$ cat src/shared/brl_pkg.sv
// shared constants, carriers and helpers of the bootstrap record loader
package brl_pkg;
  // ==========================================================
  // timing
  localparam int CLK_HZ = 10_000_000;
  localparam int BAUD_DEF = 9600;
  localparam int BIT_CYC_DEF = CLK_HZ / BAUD_DEF;
  localparam logic [15:0] CNT_RST = 16'h0000;
  localparam logic [3:0] BIT_RST = 4'h0;
  localparam logic [3:0] RX_LAST_BIT = 4'h7;
  localparam logic [3:0] TX_LAST_BIT = 4'h9;
  localparam logic [9:0] TX_SH_RST = 10'h3FF;

  // ==========================================================
  // record format
  localparam logic [7:0] CHAR_FLOOR = 8'h30;
  localparam logic [7:0] CHAR_RST = 8'h00;
  localparam logic [31:0] IBUF_ADDR = 32'hFFFFFFC0;
  localparam int IBUF_BYTES_DEF = 16;
  localparam logic [3:0] ADDR_LAST = 4'h7;
  localparam logic [3:0] COUNT_LAST = 4'h1;
  localparam logic [3:0] DIGIT_RST = 4'h0;
  localparam logic [31:0] ADDR_RST = 32'h00000000;
  localparam logic [7:0] COUNT_RST = 8'h00;
  localparam logic [7:0] COUNT_ONE = 8'h01;

  // ==========================================================
  // types
  typedef struct packed {
    logic valid;
    logic [7:0] code;
  } brl_char_s;

  typedef struct packed {
    logic valid;
    logic [31:0] addr;
    logic [7:0] data;
  } brl_wr_s;

  typedef enum logic [2:0] {BRL_ADDR, BRL_COUNT, BRL_DATA, BRL_SKIP, BRL_EXEC} brl_state_e;
  typedef enum logic [1:0] {BRL_RX_IDLE, BRL_RX_START, BRL_RX_DATA, BRL_RX_STOP} brl_rx_e;
  typedef enum logic {BRL_TX_IDLE, BRL_TX_RUN} brl_tx_e;

  // uppercase hex digit decode: bit 4 set when the code is a digit
  function automatic logic [4:0] brl_hex(input logic [7:0] c);
    logic [4:0] r;
    r = 5'h00;
    if (c >= 8'h30 && c <= 8'h39) begin
      r = {1'b1, c[3:0]};
    end else if (c >= 8'h41 && c <= 8'h46) begin
      r = {1'b1, 4'(c[3:0] + 4'h9)};
    end
    return r;
  endfunction
endpackage

$ cat src/brl_uart.sv
// serial receive and echo transmit for the bootstrap loader
module brl_uart #(
  parameter logic [15:0] BIT_CYCLES = 16'(brl_pkg::BIT_CYC_DEF)
) (
  input wire logic sys_clk,
  input wire logic nrst,
  input wire logic boot_mode,
  input wire logic rxd,
  output logic txd_q,
  output brl_pkg::brl_char_s char_q
);
  import brl_pkg::*;

  // ==========================================================
  // receive
  logic rx1_q, rx2_q, rx3_q, lvl_q, lvl_d;
  brl_rx_e rx_st_q, rx_st_d;
  logic [15:0] rx_cnt_q, rx_cnt_d;
  logic [3:0] rx_bit_q, rx_bit_d;
  logic [7:0] rx_sh_q, rx_sh_d;
  brl_char_s char_d;

  // level moves only once the second and third stages agree
  always_comb begin
    lvl_d = (rx2_q == rx3_q) ? rx3_q : lvl_q;
    rx_st_d = rx_st_q;
    rx_cnt_d = (rx_cnt_q == CNT_RST) ? CNT_RST : 16'(rx_cnt_q - 16'h0001);
    rx_bit_d = rx_bit_q;
    rx_sh_d = rx_sh_q;
    char_d = '0;
    case (rx_st_q)
      BRL_RX_IDLE: begin
        if (!lvl_q) begin
          rx_st_d = BRL_RX_START;
          rx_cnt_d = BIT_CYCLES >> 1;
        end
      end
      BRL_RX_START: begin
        if (rx_cnt_q == CNT_RST) begin
          rx_st_d = lvl_q ? BRL_RX_IDLE : BRL_RX_DATA; // glitch guard
          rx_cnt_d = BIT_CYCLES;
          rx_bit_d = BIT_RST;
        end
      end
      BRL_RX_DATA: begin
        if (rx_cnt_q == CNT_RST) begin
          rx_sh_d = {lvl_q, rx_sh_q[7:1]};
          rx_cnt_d = BIT_CYCLES;
          rx_bit_d = 4'(rx_bit_q + 4'h1);
          if (rx_bit_q == RX_LAST_BIT) begin
            rx_st_d = BRL_RX_STOP;
          end
        end
      end
      default: begin
        if (rx_cnt_q == CNT_RST) begin
          rx_st_d = BRL_RX_IDLE;
          char_d.valid = lvl_q & boot_mode; // framing errors dropped
          char_d.code = rx_sh_q;
        end
      end
    endcase
  end

  always_ff @(posedge sys_clk) begin
    if (!nrst) begin
      rx1_q <= 1'b1;
      rx2_q <= 1'b1;
      rx3_q <= 1'b1;
      lvl_q <= 1'b1;
      rx_st_q <= BRL_RX_IDLE;
      rx_cnt_q <= CNT_RST;
      rx_bit_q <= BIT_RST;
      rx_sh_q <= CHAR_RST;
      char_q <= '0;
    end else begin
      rx1_q <= rxd;
      rx2_q <= rx1_q;
      rx3_q <= rx2_q;
      lvl_q <= lvl_d;
      rx_st_q <= rx_st_d;
      rx_cnt_q <= rx_cnt_d;
      rx_bit_q <= rx_bit_d;
      rx_sh_q <= rx_sh_d;
      char_q <= char_d;
    end
  end

  // ==========================================================
  // echo transmit
  brl_tx_e tx_st_q, tx_st_d;
  logic [15:0] tx_cnt_q, tx_cnt_d;
  logic [3:0] tx_bit_q, tx_bit_d;
  logic [9:0] tx_sh_q, tx_sh_d;
  logic pend_q, pend_d, txd_d;
  logic [7:0] pend_code_q, pend_code_d;

  // one pending slot: a char arriving while one waits replaces it
  always_comb begin
    tx_st_d = tx_st_q;
    tx_cnt_d = (tx_cnt_q == CNT_RST) ? CNT_RST : 16'(tx_cnt_q - 16'h0001);
    tx_bit_d = tx_bit_q;
    tx_sh_d = tx_sh_q;
    pend_d = pend_q;
    pend_code_d = pend_code_q;
    txd_d = txd_q;
    case (tx_st_q)
      BRL_TX_IDLE: begin
        txd_d = 1'b1;
        if (pend_q) begin
          tx_st_d = BRL_TX_RUN;
          tx_sh_d = {1'b1, pend_code_q, 1'b0};
          tx_cnt_d = BIT_CYCLES;
          tx_bit_d = BIT_RST;
          pend_d = 1'b0;
          txd_d = 1'b0;
        end
      end
      default: begin
        if (tx_cnt_q == CNT_RST) begin
          tx_sh_d = {1'b1, tx_sh_q[9:1]};
          tx_cnt_d = BIT_CYCLES;
          tx_bit_d = 4'(tx_bit_q + 4'h1);
          txd_d = tx_sh_q[1];
          if (tx_bit_q == TX_LAST_BIT) begin
            tx_st_d = BRL_TX_IDLE;
            txd_d = 1'b1;
          end
        end
      end
    endcase
    if (char_q.valid) begin
      pend_d = 1'b1;
      pend_code_d = char_q.code;
    end
  end

  always_ff @(posedge sys_clk) begin
    if (!nrst) begin
      tx_st_q <= BRL_TX_IDLE;
      tx_cnt_q <= CNT_RST;
      tx_bit_q <= BIT_RST;
      tx_sh_q <= TX_SH_RST;
      pend_q <= 1'b0;
      pend_code_q <= CHAR_RST;
      txd_q <= 1'b1;
    end else begin
      tx_st_q <= tx_st_d;
      tx_cnt_q <= tx_cnt_d;
      tx_bit_q <= tx_bit_d;
      tx_sh_q <= tx_sh_d;
      pend_q <= pend_d;
      pend_code_q <= pend_code_d;
      txd_q <= txd_d;
    end
  end

  // ==========================================================
  // checks
  a_echo_queued: assert property (@(posedge sys_clk) disable iff (!nrst)
    char_q.valid |=> pend_q && pend_code_q == $past(char_q.code))
    else $error("received char not queued for echo");
  a_line_quiet: assert property (@(posedge sys_clk) disable iff (!nrst)
    (tx_st_q == BRL_TX_IDLE && !pend_q) |=> txd_q)
    else $error("transmit line not idle high");
endmodule // brl_uart

$ cat src/brl_loader.sv
// bootstrap record loader: record assembly, memory writes, instruction buffer
module brl_loader #(
  parameter logic [15:0] BIT_CYCLES = 16'(brl_pkg::BIT_CYC_DEF),
  parameter int IBUF_BYTES = brl_pkg::IBUF_BYTES_DEF
) (
  input wire logic sys_clk,
  input wire logic nrst,
  input wire logic boot_mode,
  input wire logic rxd,
  output logic txd_q,
  output brl_pkg::brl_wr_s mem_wr_q,
  output logic exec_req_q,
  output logic exec_ibuf_q,
  output logic [31:0] exec_addr_q,
  input wire logic exec_done,
  input wire logic [$clog2(IBUF_BYTES)-1:0] ibuf_rd_idx,
  output logic [7:0] ibuf_rd_q
);
  import brl_pkg::*;

  localparam int IW = $clog2(IBUF_BYTES);

  // ==========================================================
  // serial side
  brl_char_s ch;

  brl_uart #(.BIT_CYCLES(BIT_CYCLES)) u_uart (
    .sys_clk(sys_clk),
    .nrst(nrst),
    .boot_mode(boot_mode),
    .rxd(rxd),
    .txd_q(txd_q),
    .char_q(ch)
  );

  // ==========================================================
  // record assembly
  brl_state_e st_q, st_d;
  logic [3:0] dig_q, dig_d, nib_q, nib_d;
  logic half_q, half_d;
  logic [31:0] addr_q, addr_d;
  logic [7:0] cnt_q, cnt_d;
  brl_wr_s wr_d;
  logic exec_req_d, exec_ibuf_d;
  logic [31:0] exec_addr_d;
  logic ibuf_we;
  logic [7:0] ibuf_q [IBUF_BYTES];
  logic [7:0] ibuf_rd_d;
  logic [4:0] hex;
  logic [7:0] cnt_new;
  logic in_ibuf;

  assign hex = brl_hex(ch.code);
  assign cnt_new = {cnt_q[3:0], hex[3:0]};
  // buffer is aligned, so the upper address bits alone select it
  assign in_ibuf = (addr_q[31:IW] == IBUF_ADDR[31:IW]);

  // next state of the record interpreter
  always_comb begin
    st_d = st_q;
    dig_d = dig_q;
    nib_d = nib_q;
    half_d = half_q;
    addr_d = addr_q;
    cnt_d = cnt_q;
    wr_d = '0;
    ibuf_we = 1'b0;
    exec_req_d = exec_req_q;
    exec_ibuf_d = exec_ibuf_q;
    exec_addr_d = exec_addr_q;
    if (!boot_mode) begin
      st_d = BRL_ADDR;
      dig_d = DIGIT_RST;
      half_d = 1'b0;
      exec_req_d = 1'b0;
    end else if (st_q == BRL_EXEC) begin
      // chars are still echoed but ignored while code runs
      if (exec_done) begin
        exec_req_d = 1'b0;
        st_d = BRL_ADDR;
        dig_d = DIGIT_RST;
        half_d = 1'b0;
      end
    end else if (ch.valid) begin
      if (ch.code < CHAR_FLOOR) begin
        st_d = BRL_ADDR;
        dig_d = DIGIT_RST;
        half_d = 1'b0;
      end else if (!hex[4]) begin
        st_d = BRL_SKIP; // comment text, discarded
      end else begin
        case (st_q)
          BRL_ADDR: begin
            addr_d = {addr_q[27:0], hex[3:0]};
            dig_d = 4'(dig_q + 4'h1);
            if (dig_q == ADDR_LAST) begin
              st_d = BRL_COUNT;
              dig_d = DIGIT_RST;
            end
          end
          BRL_COUNT: begin
            cnt_d = cnt_new;
            dig_d = 4'(dig_q + 4'h1);
            if (dig_q == COUNT_LAST) begin
              dig_d = DIGIT_RST;
              if (cnt_new == COUNT_RST) begin
                st_d = BRL_EXEC;
                exec_req_d = 1'b1;
                exec_ibuf_d = (addr_q == IBUF_ADDR);
                exec_addr_d = addr_q;
              end else begin
                st_d = BRL_DATA;
              end
            end
          end
          BRL_DATA: begin
            if (!half_q) begin
              nib_d = hex[3:0];
              half_d = 1'b1;
            end else begin
              half_d = 1'b0;
              if (in_ibuf) begin
                ibuf_we = 1'b1;
              end else begin
                wr_d.valid = 1'b1;
                wr_d.addr = addr_q;
                wr_d.data = {nib_q, hex[3:0]};
              end
              addr_d = 32'(addr_q + 32'h00000001);
              cnt_d = 8'(cnt_q - COUNT_ONE);
              if (cnt_q == COUNT_ONE) begin
                st_d = BRL_SKIP;
              end
            end
          end
          default: begin
          end
        endcase
      end
    end
    ibuf_rd_d = ibuf_q[ibuf_rd_idx];
  end

  // register the interpreter state
  always_ff @(posedge sys_clk) begin
    if (!nrst) begin
      st_q <= BRL_ADDR;
      dig_q <= DIGIT_RST;
      nib_q <= DIGIT_RST;
      half_q <= 1'b0;
      addr_q <= ADDR_RST;
      cnt_q <= COUNT_RST;
      mem_wr_q <= '0;
      exec_req_q <= 1'b0;
      exec_ibuf_q <= 1'b0;
      exec_addr_q <= ADDR_RST;
      ibuf_rd_q <= CHAR_RST;
    end else begin
      st_q <= st_d;
      dig_q <= dig_d;
      nib_q <= nib_d;
      half_q <= half_d;
      addr_q <= addr_d;
      cnt_q <= cnt_d;
      mem_wr_q <= wr_d;
      exec_req_q <= exec_req_d;
      exec_ibuf_q <= exec_ibuf_d;
      exec_addr_q <= exec_addr_d;
      ibuf_rd_q <= ibuf_rd_d;
    end
  end

  // buffer storage has no reset; the host loads it before running it
  always_ff @(posedge sys_clk) begin
    if (ibuf_we) begin
      ibuf_q[addr_q[IW-1:0]] <= {nib_q, hex[3:0]};
    end
  end

  // ==========================================================
  // checks
  a_low_char_restart: assert property (@(posedge sys_clk) disable iff (!nrst)
    (boot_mode && ch.valid && ch.code < CHAR_FLOOR && st_q != BRL_EXEC)
      |=> st_q == BRL_ADDR && dig_q == DIGIT_RST && !half_q)
    else $error("low char did not restart the record");
  a_low_char_ignored: assert property (@(posedge sys_clk) disable iff (!nrst)
    (ch.valid && ch.code < CHAR_FLOOR) |=> !mem_wr_q.valid && $stable(addr_q))
    else $error("low char took part in assembly");
  a_addr_shift: assert property (@(posedge sys_clk) disable iff (!nrst)
    (boot_mode && ch.valid && hex[4] && st_q == BRL_ADDR)
      |=> addr_q == {$past(addr_q[27:0]), $past(hex[3:0])})
    else $error("address digit not shifted in");
  a_wr_advance: assert property (@(posedge sys_clk) disable iff (!nrst)
    mem_wr_q.valid |-> addr_q == 32'(mem_wr_q.addr + 32'h00000001))
    else $error("write address did not advance");
  a_ibuf_no_mem: assert property (@(posedge sys_clk) disable iff (!nrst)
    mem_wr_q.valid |-> mem_wr_q.addr[31:IW] != IBUF_ADDR[31:IW])
    else $error("buffer byte leaked to memory");
  a_exec_ibuf: assert property (@(posedge sys_clk) disable iff (!nrst)
    (boot_mode && ch.valid && hex[4] && st_q == BRL_COUNT && dig_q == COUNT_LAST
      && cnt_new == COUNT_RST && addr_q == IBUF_ADDR)
      |=> exec_req_q && exec_ibuf_q && exec_addr_q == IBUF_ADDR)
    else $error("buffer execution not requested");
  a_exec_no_write: assert property (@(posedge sys_clk) disable iff (!nrst)
    (exec_req_q && !exec_done && boot_mode) |=> exec_req_q && !mem_wr_q.valid)
    else $error("execution dropped or wrote data");
  a_exec_release: assert property (@(posedge sys_clk) disable iff (!nrst)
    (boot_mode && exec_req_q && exec_done) |=> !exec_req_q ##1 (st_q != BRL_EXEC))
    else $error("loader did not resume after execution");

  c_mem_write: cover property (@(posedge sys_clk) disable iff (!nrst) mem_wr_q.valid);
  c_ibuf_write: cover property (@(posedge sys_clk) disable iff (!nrst) ibuf_we);
  c_exec_ibuf: cover property (@(posedge sys_clk) disable iff (!nrst) exec_req_q && exec_ibuf_q);
  c_restart: cover property (@(posedge sys_clk) disable iff (!nrst)
    ch.valid && ch.code < CHAR_FLOOR && st_q == BRL_DATA);
endmodule // brl_loader

$ cat config.mk
export PLATFORM = sky130hd
export DESIGN_NAME = brl_loader
export DESIGN_NICKNAME = d
export VERILOG_FILES = /design/src/shared/brl_pkg.sv /design/src/brl_uart.sv /design/src/brl_loader.sv
export SDC_FILE = /design/constraint.sdc
export NUM_CORES = 1
export LEC_CHECK = 0
export ABC_AREA = 1
export BUFFER_PORTS_ARGS = -buffer_cell sky130_fd_sc_hd__buf_2
export CORE_ASPECT_RATIO = 0.5
export CORE_MARGIN = 2
export CORE_UTILIZATION = 45
export DETAILED_ROUTE_END_ITERATION = 10
export PLACE_DENSITY = 0.59
export SLEW_MARGIN = 20
export SYNTH_ARGS = -nofsm -noshare
export SYNTH_HDL_FRONTEND = slang
export SYNTH_SLANG_ARGS = --single-unit
$ cat constraint.sdc
create_clock -name sys_clk -period 5.5 [get_ports sys_clk]
set_clock_uncertainty 0.15 [all_clocks]
set_input_delay 0.55 -clock sys_clk [delete_from_list [all_inputs] [get_ports sys_clk]]
set_output_delay 0.55 -clock sys_clk [all_outputs]
set_load 0.005 [all_outputs]
After elaboration in Yosys (flattened, before gate mapping):

Memories as Yosys holds them, arrays and structs flattened. A register that Yosys moved wholly into a read port is not among the register bits.
Cells that the tools add are included.

* flip-flop bits (word level): 211
* RAM bits: 128
* output and inout port bits: 84
* logic and storage cells: 202
* memories: 1

Memories
* ibuf_q: depth 16, bits a word 8, read ports 1, clocked after Yosys merged registers in 1, write ports 1, RTL line brl_loader.sv:47 `logic [7:0] ibuf_q [IBUF_BYTES];`

* add/subtract/negate cells: 8
* $lt $le $gt $ge: 5
* eq/ne operators: 27
* multiplexer cells: 84
* bitwise gates (word level): 10
* reduce and logical (&&, ||, !) cells: 38

Operators by type and width (number)
* $mux W16: 7
* $pmux W32 S2: 1
* $mux W4: 12
* $mux W41: 1
* $reduce_and A7 Y1: 5
* $mux W1: 34
* $add A32 B1 Y32 const B: 1
* $eq A32 B32 Y1 const B: 1
* $logic_not A16 Y1: 2
* $mux W32: 1
* $pmux W16 S2: 1
* $sub A16 B1 Y16 const B: 2
* $mux W10: 3
* $mux W3: 10
* $eq A28 B28 Y1 const B: 1
* $ne A5 B5 Y1 const B: 4
* $reduce_bool A2 Y1: 10
* $pmux W4 S2: 2
* $pmux W8 S2: 1
* $add A4 B1 Y4 const B: 3
* $mux W2: 6
* $mux W5: 2
* $ne A2 B2 Y1 const B: 5
* $not A1 Y1: 9
* 39 further kinds: 48

Depth between registers and ports, before layout:

Gate-level depths: netlist of the first run.

* word-level depth: 12
* mapped depth: 16

Modules after synthesis:

A second synthesis of the first run with hierarchy kept.

* cell total of the unflattened synthesis: 1732
* area total of the unflattened synthesis: 14875.5 µm²

By module, submodules not included
* brl_loader: times used 1, cells each 1259, area each 11294.6 µm², seq. area each 6546.3 µm²
* brl_uart: times used 1, cells each 473, area each 3580.9 µm², seq. area each 1641.6 µm²

Worst setup path before layout of the first run:

Ideal clock, no wire load.

* kind: reg2reg
* from: register u_uart.char_q[1] (netlist name)
* to: memory ibuf_q[15][0] (enable)
* arrival: 2098 ps
* required time: 4955 ps
* setup slack: 2858 ps
* stages on the path, launching flop included: 8
* path buffers: 0
* cell sequence: dfxtp_1 -> inv_1 -> ha_1 -> nand3_1 -> nand2_1 -> o21ai_1 -> nand3_2 -> nor4_1

* cells in the longest elaborated chain, start to end: 11
* elaborated cells between the ends (all ways): 16
* those cells by class: order compare: 5; mux: 9; reduce/logical: 2

Ends and longest elaborated chain
* start: declaration: RTL line brl_uart.sv:10 `output brl_pkg::brl_char_s char_q`
* start signal: assignment: RTL line brl_uart.sv:85 `char_q <= char_d;`
* $ge A8 B7 Y1 or $le A8 B7 Y1 (tied branches): RTL line brl_pkg.sv:50 `end else if (c >= 8'h41 && c <= 8'h46) begin`
* $logic_and A1 B1 Y1: RTL line brl_pkg.sv:50
* $mux W5: RTL line brl_pkg.sv:50
* $mux W5: RTL line brl_pkg.sv:48 `if (c >= 8'h30 && c <= 8'h39) begin`
* $mux W1: RTL line brl_loader.sv:89 `end else if (!hex[4]) begin`
* $mux W1 (*): RTL line brl_loader.sv:85 `if (ch.code < CHAR_FLOOR) begin`
* $mux W1 (*): RTL line brl_loader.sv:84 `end else if (ch.valid) begin`
* $mux W1 (*): RTL line brl_loader.sv:76 `end else if (st_q == BRL_EXEC) begin`
* $mux W1 (*): RTL line brl_loader.sv:71 `if (!boot_mode) begin`
* $mux W1 (*): RTL line brl_loader.sv:175 `if (ibuf_we) begin`
* $mux W1 (implied by the code) (*): RTL line brl_loader.sv:176 `ibuf_q[addr_q[IW-1:0]] <= {nib_q, hex[3:0]};`
* end: declaration: RTL line brl_loader.sv:47

Mark *: on every way between the ends. The rest lies on a longest branch, timed or not.

Worst setup path after layout of the first run:

* from: register u_uart.char_q[1] (netlist name)
* to: memory ibuf_q[13][1] (enable)

The elaborated chain is that of the path after synthesis.

==> summary.md, run 1 <==
The flow ran to the end, and the final reports show no timing, DRC or antenna violations. The run gives 11300 as the number of global-route vias before repair. In this run the worst setup path begins at u_uart.char_q[1]$_SDFF_PP0_.

The startpoint identified for the worst hold timing path is exec_done. The area share of the largest cell type after synthesis came out at 0.294. The fraction of the cycle the final worst path needs was 0.594; the post-route cell area was 16600 sq um. The core region is 32000 sq um.

Clock tree synthesis found a total of 345 sinks. Remaining design rule violation count: 0. For the worst-skew pair, the clock arrives at the later sink with an insertion delay of 0.58 ns. For this run, the top clock speed supported by timing is 306 MHz. Signal arrival time at the worst endpoint: 3.31 ns.

VDD sags by at most 0.298 mV. Sum of net half-perimeters after detailed placement: 25400 um. Most frequent cell after synthesis: nor2_1.

The minimum setup slack in the final design was 2.23 ns; the setup slack at placement was 2.16 ns. The final core utilization is 0.519. The logs give 0.928 for the final weighted congestion in routability-driven placement and 0 for the number of warnings printed during yosys synthesis. Counting along the longest clock path gives a buffer depth of 3.

The all-layer global routing usage is 0.218. For the number of antenna violations at the first check in global routing, the log shows 0. The worst path needs 3.27 ns of the cycle, external delays included.

The port buffer count came out at 92. Clock-pin slew was measured on the worst setup and hold paths at 0.06 ns. The largest net degree at the start of global routing is 85. The number of clock buffers added by TritonCTS is 31. Across the run, the number of max-cap violations was 0.

The worst setup path is of the flip-flop to flip-flop kind. Summing all placed instances gives a cell area of 15500 sq um. The cell at the root of the clock tree was clkbuf_16.

Dividing total power by cell area gives a power density of 345 nW/um^2. For the site row count, the log shows 46. The antenna diode count came out at 0. From left edge to right edge, the die measures 260 um.

The relative slew slack is 0.278, and the first-pass GRT wire length is 60600 um. TritonCTS built the clock tree. Before antenna repair, the detailed router went through 7 iterations. The tightest min-delay check is of the input pin to flip-flop type. The measured slew at the worst slew-check pin was 1.08 ns; the post-synthesis instance total was 1731.

The maximum fanout encountered on the critical timing path is 8. Setup repair after global routing left no endpoint under its margin. The leakage power summed over all cells is 6.24 nW, and the number of cells on the worst reg-to-reg path is 9. Once the clock tree was built, the setup fixing pass inserted 0 buffers. The tools report the final number of hold-violating endpoints as 0. The kind of end point of the critical path is a flip-flop.

The post-CTS resize count came out at 0. Sorting the synthesized cells by how often they occur yields 356 x nor2_1, 291 x nand2_1, 217 x dfxtp_1. Yosys mapped the design onto 44 distinct sky130hd cell types. The area growth from synthesis to layout is 12.3%. The routed layout has 11900 vias. The floorplan step defined a die boundary enclosing 34400 sq um. The final count of pins violating max slew was 0.

Summed over all instances, the cell type with the most area after synthesis is dfxtp_1. Starting density of the core: 0.462. In this run, synthesis produced a sequential element count of 345.

The average cell area after synthesis was 8.53 sq um; the register area share after synthesis was 0.554. The number of enable flip-flop cells after synthesis was 128. Setup violations remaining at the end of the flow were counted as 0. The worst path required time is 5.54 ns.

The die height was 132 um; the routed wirelength normalized by instance count was 16.8 um. The tools report the first-iteration detailed-routing DRC count as 1075. Summed over all layers, the routed wires come to 37700 um. Yosys attributes the largest share of cell area to dfxtp_1 29%, edfxtp_1 26%, nor2_1 9.0%. After routing, the total negative slack on setup checks comes to 0 ns. The share of layout cells above drive strength 1 came out at 0.111. In this run the count of I/O pins placed on the die edge is 93.

In this run the critical register-to-register path is launched from u_uart.char_q[1]$_SDFF_PP0_. The leftover overflow at the end of global routing was 0; the fraction of synthesis flops using an asynchronous set or reset pin was 0. Summing every instance area after synthesis gives 14800 sq um. Average via count per standard cell: 5.30. The tools report the startpoint type of the worst setup path as a flip-flop. The worst hold path passes through 4 cells.

When the netlist entered floorplanning its net count stood at 1763. The logs give 1 for the maximum level of the CTS H-tree and 1826 for the final-stage net count. The most used flip-flop cell after synthesis is dfxtp_1. The run gives 0 as the post-detailed-route count of antenna-violating nets.
metal layers:
metal / vias to the layer above / global-route usage / part of all wire / wire, um
li1: 5895 / - / - / -
met1: 5660 / 0.307 / 0.46 / 17400
met2: 323 / 0.359 / 0.46 / 17500
met3: 56 / 0.0365 / 0.060 / 2250
met4: 0 / 0.0403 / 0.017 / 640
met5: - / 0 / 0 / 0
final timing paths:
kind	slack [ns]	endpoint
max	2.23	ibuf_q[13][1]$_DFFE_PP_
min	0.11	exec_req_q$_SDFFE_PN0P_
max reg2reg	2.23	ibuf_q[13][1]$_DFFE_PP_
min reg2reg	0.26	u_uart.rx2_q$_SDFF_PN1_
sequential cells by signal, summed over array words and instances (netlist names), 2 cells and up:
signal / cells
u_uart.pend_code_q: 8
u_uart.rx_bit_q: 4
nib_q: 4
u_uart.tx_sh_q: 8
exec_addr_q: 32
cnt_q: 8
u_uart.tx_bit_q: 4
st_q: 3
dig_q: 4
u_uart.rx_cnt_q: 16
u_uart.rx_sh_q: 8
u_uart.rx_st_q: 2
ibuf_q: 128
u_uart.char_q: 9
ibuf_rd_q: 8
addr_q: 32
mem_wr_q: 41
u_uart.tx_cnt_q: 16
cells in the final DEF, fill, tap and decap left out, types with 6 or more instances in the layout:
cell type,Yosys,layout
buf_4,1,8
nor2_1,356,356
nand2_2,9,9
edfxtp_1,128,128
clkbuf_1,44,8
clkbuf_16,0,31
o311ai_0,7,7
a211oi_2,6,6
o221ai_1,21,21
inv_1,122,122
dfxtp_1,217,217
o22ai_1,12,12
a211oi_1,6,6
ha_1,23,23
nand4_1,17,17
or2_2,6,6
clkbuf_8,0,7
o21ai_1,7,7
nand3_1,77,77
nor3_1,26,26
o211ai_1,21,21
a21oi_1,85,85
xnor2_1,10,10
inv_2,16,16
xor2_1,20,20
buf_2,12,92
o21ai_0,142,142
nand2_1,291,291
clkinv_2,0,6
final cells by class:
type	instances	area (sq um)
Clock inverter	12	168
Inverter	140	526
Fill cell	3037	15400
Timing Repair Buffer	101	531
Sequential cell	345	8190
Tap cell	432	541
Multi-Input combinational cell	1175	5740
Clock buffer	46	902
critical path: stages, from the launching register on:
cell and delay (ns):
dfxtp_1 0.45, inv_1 0.12, ha_1 0.21, nand3_1 0.08, nand2_1 0.10, o21ai_1 0.24
nand3_2 0.21, nor3_2 0.47, nand2_2 0.14, nor2_1 0.71
metrics by stage:
stage	power (mW)	std cells	hold slack, ns
6_report	5.72	2251	0.111
5_1_grt	5.98	2251	0.109
4_1_cts	5.78	2251	0.0964
3_5_place_dp	3.50	2192	0.250
3_3_place_gp	3.47	2192	0.258
2_1_floorplan	3.35	1731	0.243
what timing repair did:
| item | CTS | global route |
|---|---|---|
| endpoints found under the hold margin | 1 | 0 |
| hold buffers | 1 | 0 |
| setup endpoints to repair | 0 | 0 |
cell families (layout without fill, tap and decap cells):
logic type      Yosys count  after routing  share of synthesized area
xor+xnor                 30             30                     0.0178
simple gates            808            808                      0.227
compound gates          314            314                      0.123
buf+inv                 211            299                     0.0579
flops                   345            345                      0.554
fa+ha+maj                23             23                     0.0195
report_power, final:
group / internal, mW / switching [mW]
Clock: 1.32 / 0.961
Combinational: 0.242 / 0.410
Sequential: 2.72 / 0.0670
Note: power is estimated with default switching activity, not from simulation.
==> run 2: changes to the inputs <==
==> constraint.sdc (replaced) <==
create_clock -name sys_clk -period 3.25 [get_ports sys_clk]
set_clock_uncertainty 0.15 [all_clocks]
set_input_delay 0.325 -clock sys_clk [delete_from_list [all_inputs] [get_ports sys_clk]]
set_output_delay 0.325 -clock sys_clk [all_outputs]
set_load 0.005 [all_outputs]
==> run 2 against run 1 <==
  * Clock-buffer cell count is 1 higher
  * Largest cell class unchanged
  * Combinational power grew 70%
  * Register-to-register slack worse by 1.8 ns
  * First-iteration DRC count down 3.7%
  * Sequential share of layout area down 1.3 points
  * Hold slack lost 0.058 ns
  * Core utilization is 1.4 points higher
==> summary.md, run 2 (synthesis results as in run 1) <==
The first-pass GRT wire length is 60600 um (about the same). The footprint of the multi-input gates is 5740 sq um (unchanged), and the number of I/O pins is 93 (unchanged). Cell at the root of the clock tree: clkbuf_16 (unchanged). The tools report the signal arrival time at the worst endpoint as 2.89 ns (was 3.31 ns).

The count of non-filler cells in the finished layout was 2286 (was 2251). The relative slew slack came out at 0.435 (was 0.278). The site row count was 46 (unchanged); the upper clock frequency limit was 355 MHz (was 306 MHz). The layout filler cell count was 3001 (was 3037); the post-CTS resize count was 0 (unchanged).

The average via count per standard cell came out at 5.24 (was 5.30). The die height is 132 um (unchanged). Maximum level of the CTS H-tree: 2 (was 1). The leakage power summed over all cells was 6.51 nW (was 6.24 nW); the largest net degree at the start of global routing was 66 (was 85). For the antenna diode count, the log shows 0 (unchanged). The area growth from synthesis to layout was 15.5% (was 12.3%).

The minimum clock period is 2.82 ns (was 3.27 ns). Most frequent cells in the layout: 356 x nor2_1, 291 x nand2_1, 217 x dfxtp_1, 142 x o21ai_0, 128 x edfxtp_1 (unchanged). The fraction of the cycle the final worst path needs works out to 0.866 (was 0.594). Cell depth of the worst min-delay path: 3 (was 4). The leftover overflow at the end of global routing was 0 (unchanged).

Setup repair after global routing left no endpoint under its margin. TritonCTS built the clock tree. Critical path class: flip-flop to flip-flop (unchanged). The sink of the worst hold path is ibuf_rd_q[7]$_SDFF_PN0_ (was exec_req_q$_SDFFE_PN0P_).

Number of clock buffers inserted by TritonCTS: 34 (was 31). The die extent in x works out to 260 um (unchanged). The number of flip-flops in the largest register is 128 (unchanged), and the clock-pin slew of the registers on the worst-case setup and hold paths is 0.07 ns (was 0.06 ns). The detailed-router iteration count before antenna repair came out at 7 (unchanged).

The worst hold-check path type is input pin to flip-flop (unchanged). The area after detailed placement is 15700 sq um (was 15500 sq um). The first-iteration detailed-routing DRC count came out at 1035 (was 1075).

Reg-to-reg startpoint: u_uart.char_q[1]$_SDFF_PP0_ (unchanged). Sum of net half-perimeters after detailed placement: 25800 um (was 25400 um). The number of antenna violations at the first check in global routing is 0 (unchanged), and the post-detailed-routing wire length is 37600 um (was 37700 um). The run gives 0 (unchanged) as the final count of pins violating max slew. The share of layout cells above drive strength 1 is 0.128 (was 0.111).

The slack of the worst reg-to-reg path is 0.43 ns (was 2.23 ns), and the number of cells on the worst reg-to-reg path is 10 (was 9). For the number of sinks handled by clock tree synthesis, the log shows 345 (unchanged). Measured slew at the worst slew-check pin: 0.844 ns (was 1.08 ns). The remaining design rule violation count was 0 (unchanged); the final-stage net count was 1860 (was 1826). The startpoint type of the worst setup path was a flip-flop (unchanged).

Most common library cell in the layout ignoring fill and taps: nor2_1 (unchanged). The final weighted congestion in routability-driven placement is 0.919 (was 0.928). The final setup TNS was 0 ns (unchanged). The post-detailed-route count of antenna-violating nets came out at 0 (unchanged). The max-cap check violation count came out at 0 (unchanged). The die footprint came out at 34400 sq um (unchanged). The flow ran to the end, and the final reports show no timing, DRC or antenna violations. The worst path required time is 3.33 ns (was 5.54 ns).

The run gives 32000 sq um (unchanged) as the core region area. Port buffer count: 92 (unchanged). The total number of vias came out at 12000 (was 11900). The run gives 0.220 (was 0.218) as the all-layer global routing usage. The hold path startpoint is ibuf_rd_idx[3] (was exec_done). The number of global-route vias before repair came out at 11400 (was 11300).

Power density over cell area: 602 nW/um^2 (was 345 nW/um^2). The worst vdd rail ir drop is 0.490 mV (was 0.298 mV). The tools report the setup violation total in the final timing report as 0 (unchanged).

The tools report the kind of end point of the critical path as a flip-flop (unchanged). The clock insertion delay at the later pin of the skew report came out at 0.53 ns (was 0.58 ns). The routed wirelength normalized by instance count was 16.4 um (was 16.8 um); the starting density of the core was 0.462 (unchanged). The logs give 0 (unchanged) for the final number of hold-violating endpoints and 2220 (was 2192) for the instance count after placement with tap cells included. The tools report the combined flip-flop and latch cell area as 8190 sq um (unchanged).

Capturing point of the worst reg2reg path: ibuf_q[3][1]$_DFFE_PP_ (was ibuf_q[13][1]$_DFFE_PP_). The maximum fanout encountered on the critical timing path came out at 8 (unchanged). Buffer levels on the longest clock path: 3 (unchanged). The post-route cell area came out at 17100 sq um (was 16600 sq um).
==> run 2: how the worst max path moves through the flow <==
stage	startpoint	cells past startpoint	end
after floorplan	u_uart.char_q[1]$_SDFF_PP0_	7	ibuf_q[15][0]$_DFFE_PP_
after global placement	u_uart.char_q[1]$_SDFF_PP0_	10	ibuf_q[7][6]$_DFFE_PP_
after detailed placement	u_uart.char_q[1]$_SDFF_PP0_	10	ibuf_q[3][6]$_DFFE_PP_
after CTS	u_uart.char_q[1]$_SDFF_PP0_	10	ibuf_q[3][1]$_DFFE_PP_
after global routing	u_uart.char_q[1]$_SDFF_PP0_	10	ibuf_q[3][1]$_DFFE_PP_
final	u_uart.char_q[1]$_SDFF_PP0_	10	ibuf_q[3][1]$_DFFE_PP_
==> run 2: critical path, cell delays in order (launching register included) <==
cell	delay, ns
dfxtp_1	0.47
inv_1	0.12
ha_1	0.20
nand3_1	0.08
nand2_1	0.10
o21ai_1	0.25
nand3_2	0.22
nor3_2	0.43
nand2_1	0.17
nor2_1	0.12
buf_4	0.19
==> run 2: where the power goes <==
part	internal [mW]	total (mW)	switching (mW)
sequential	4.60	4.72	0.112
combinational	0.416	1.11	0.696
clock	2.77	4.45	1.68
total	7.79	10.3	2.48
==> run 2: cell type report <==
class,count,area share
flip-flops and latches,345,0.480
clock buffers,47,0.0599
repair buffers,132,0.0459
inverters,140,0.0308
multi-input cells,1175,0.336
well taps,432,0.0317
clock inverters,15,0.0152
==> run 2: per-stage QoR <==
step / power (mW) / hold WS [ns] / setup WS, ns / util
after floorplan: 5.68 / 0.243 / 0.608 / -
after global placement: 5.89 / 0.266 / 0.524 / 0.492
after detailed placement: 5.92 / 0.266 / 0.465 / 0.492
after CTS: 10.4 / 0.0380 / 0.450 / 0.533
after global routing: 10.8 / 0.0774 / 0.182 / 0.533
final: 10.3 / 0.0530 / 0.434 / 0.533
==> run 2: per-layer routing <==
metal,vias to the layer above,share of wire,global-route usage
met5,-,0,0
met4,0,0.016,0.0508
met3,47,0.057,0.0386
met2,294,0.46,0.354
met1,5680,0.47,0.309
li1,5964,-,-
==> run 2: timing repair <==
action	in CTS	in global routing
endpoints found under the hold margin	8	0
hold buffers	4	0
setup buffers	0	0
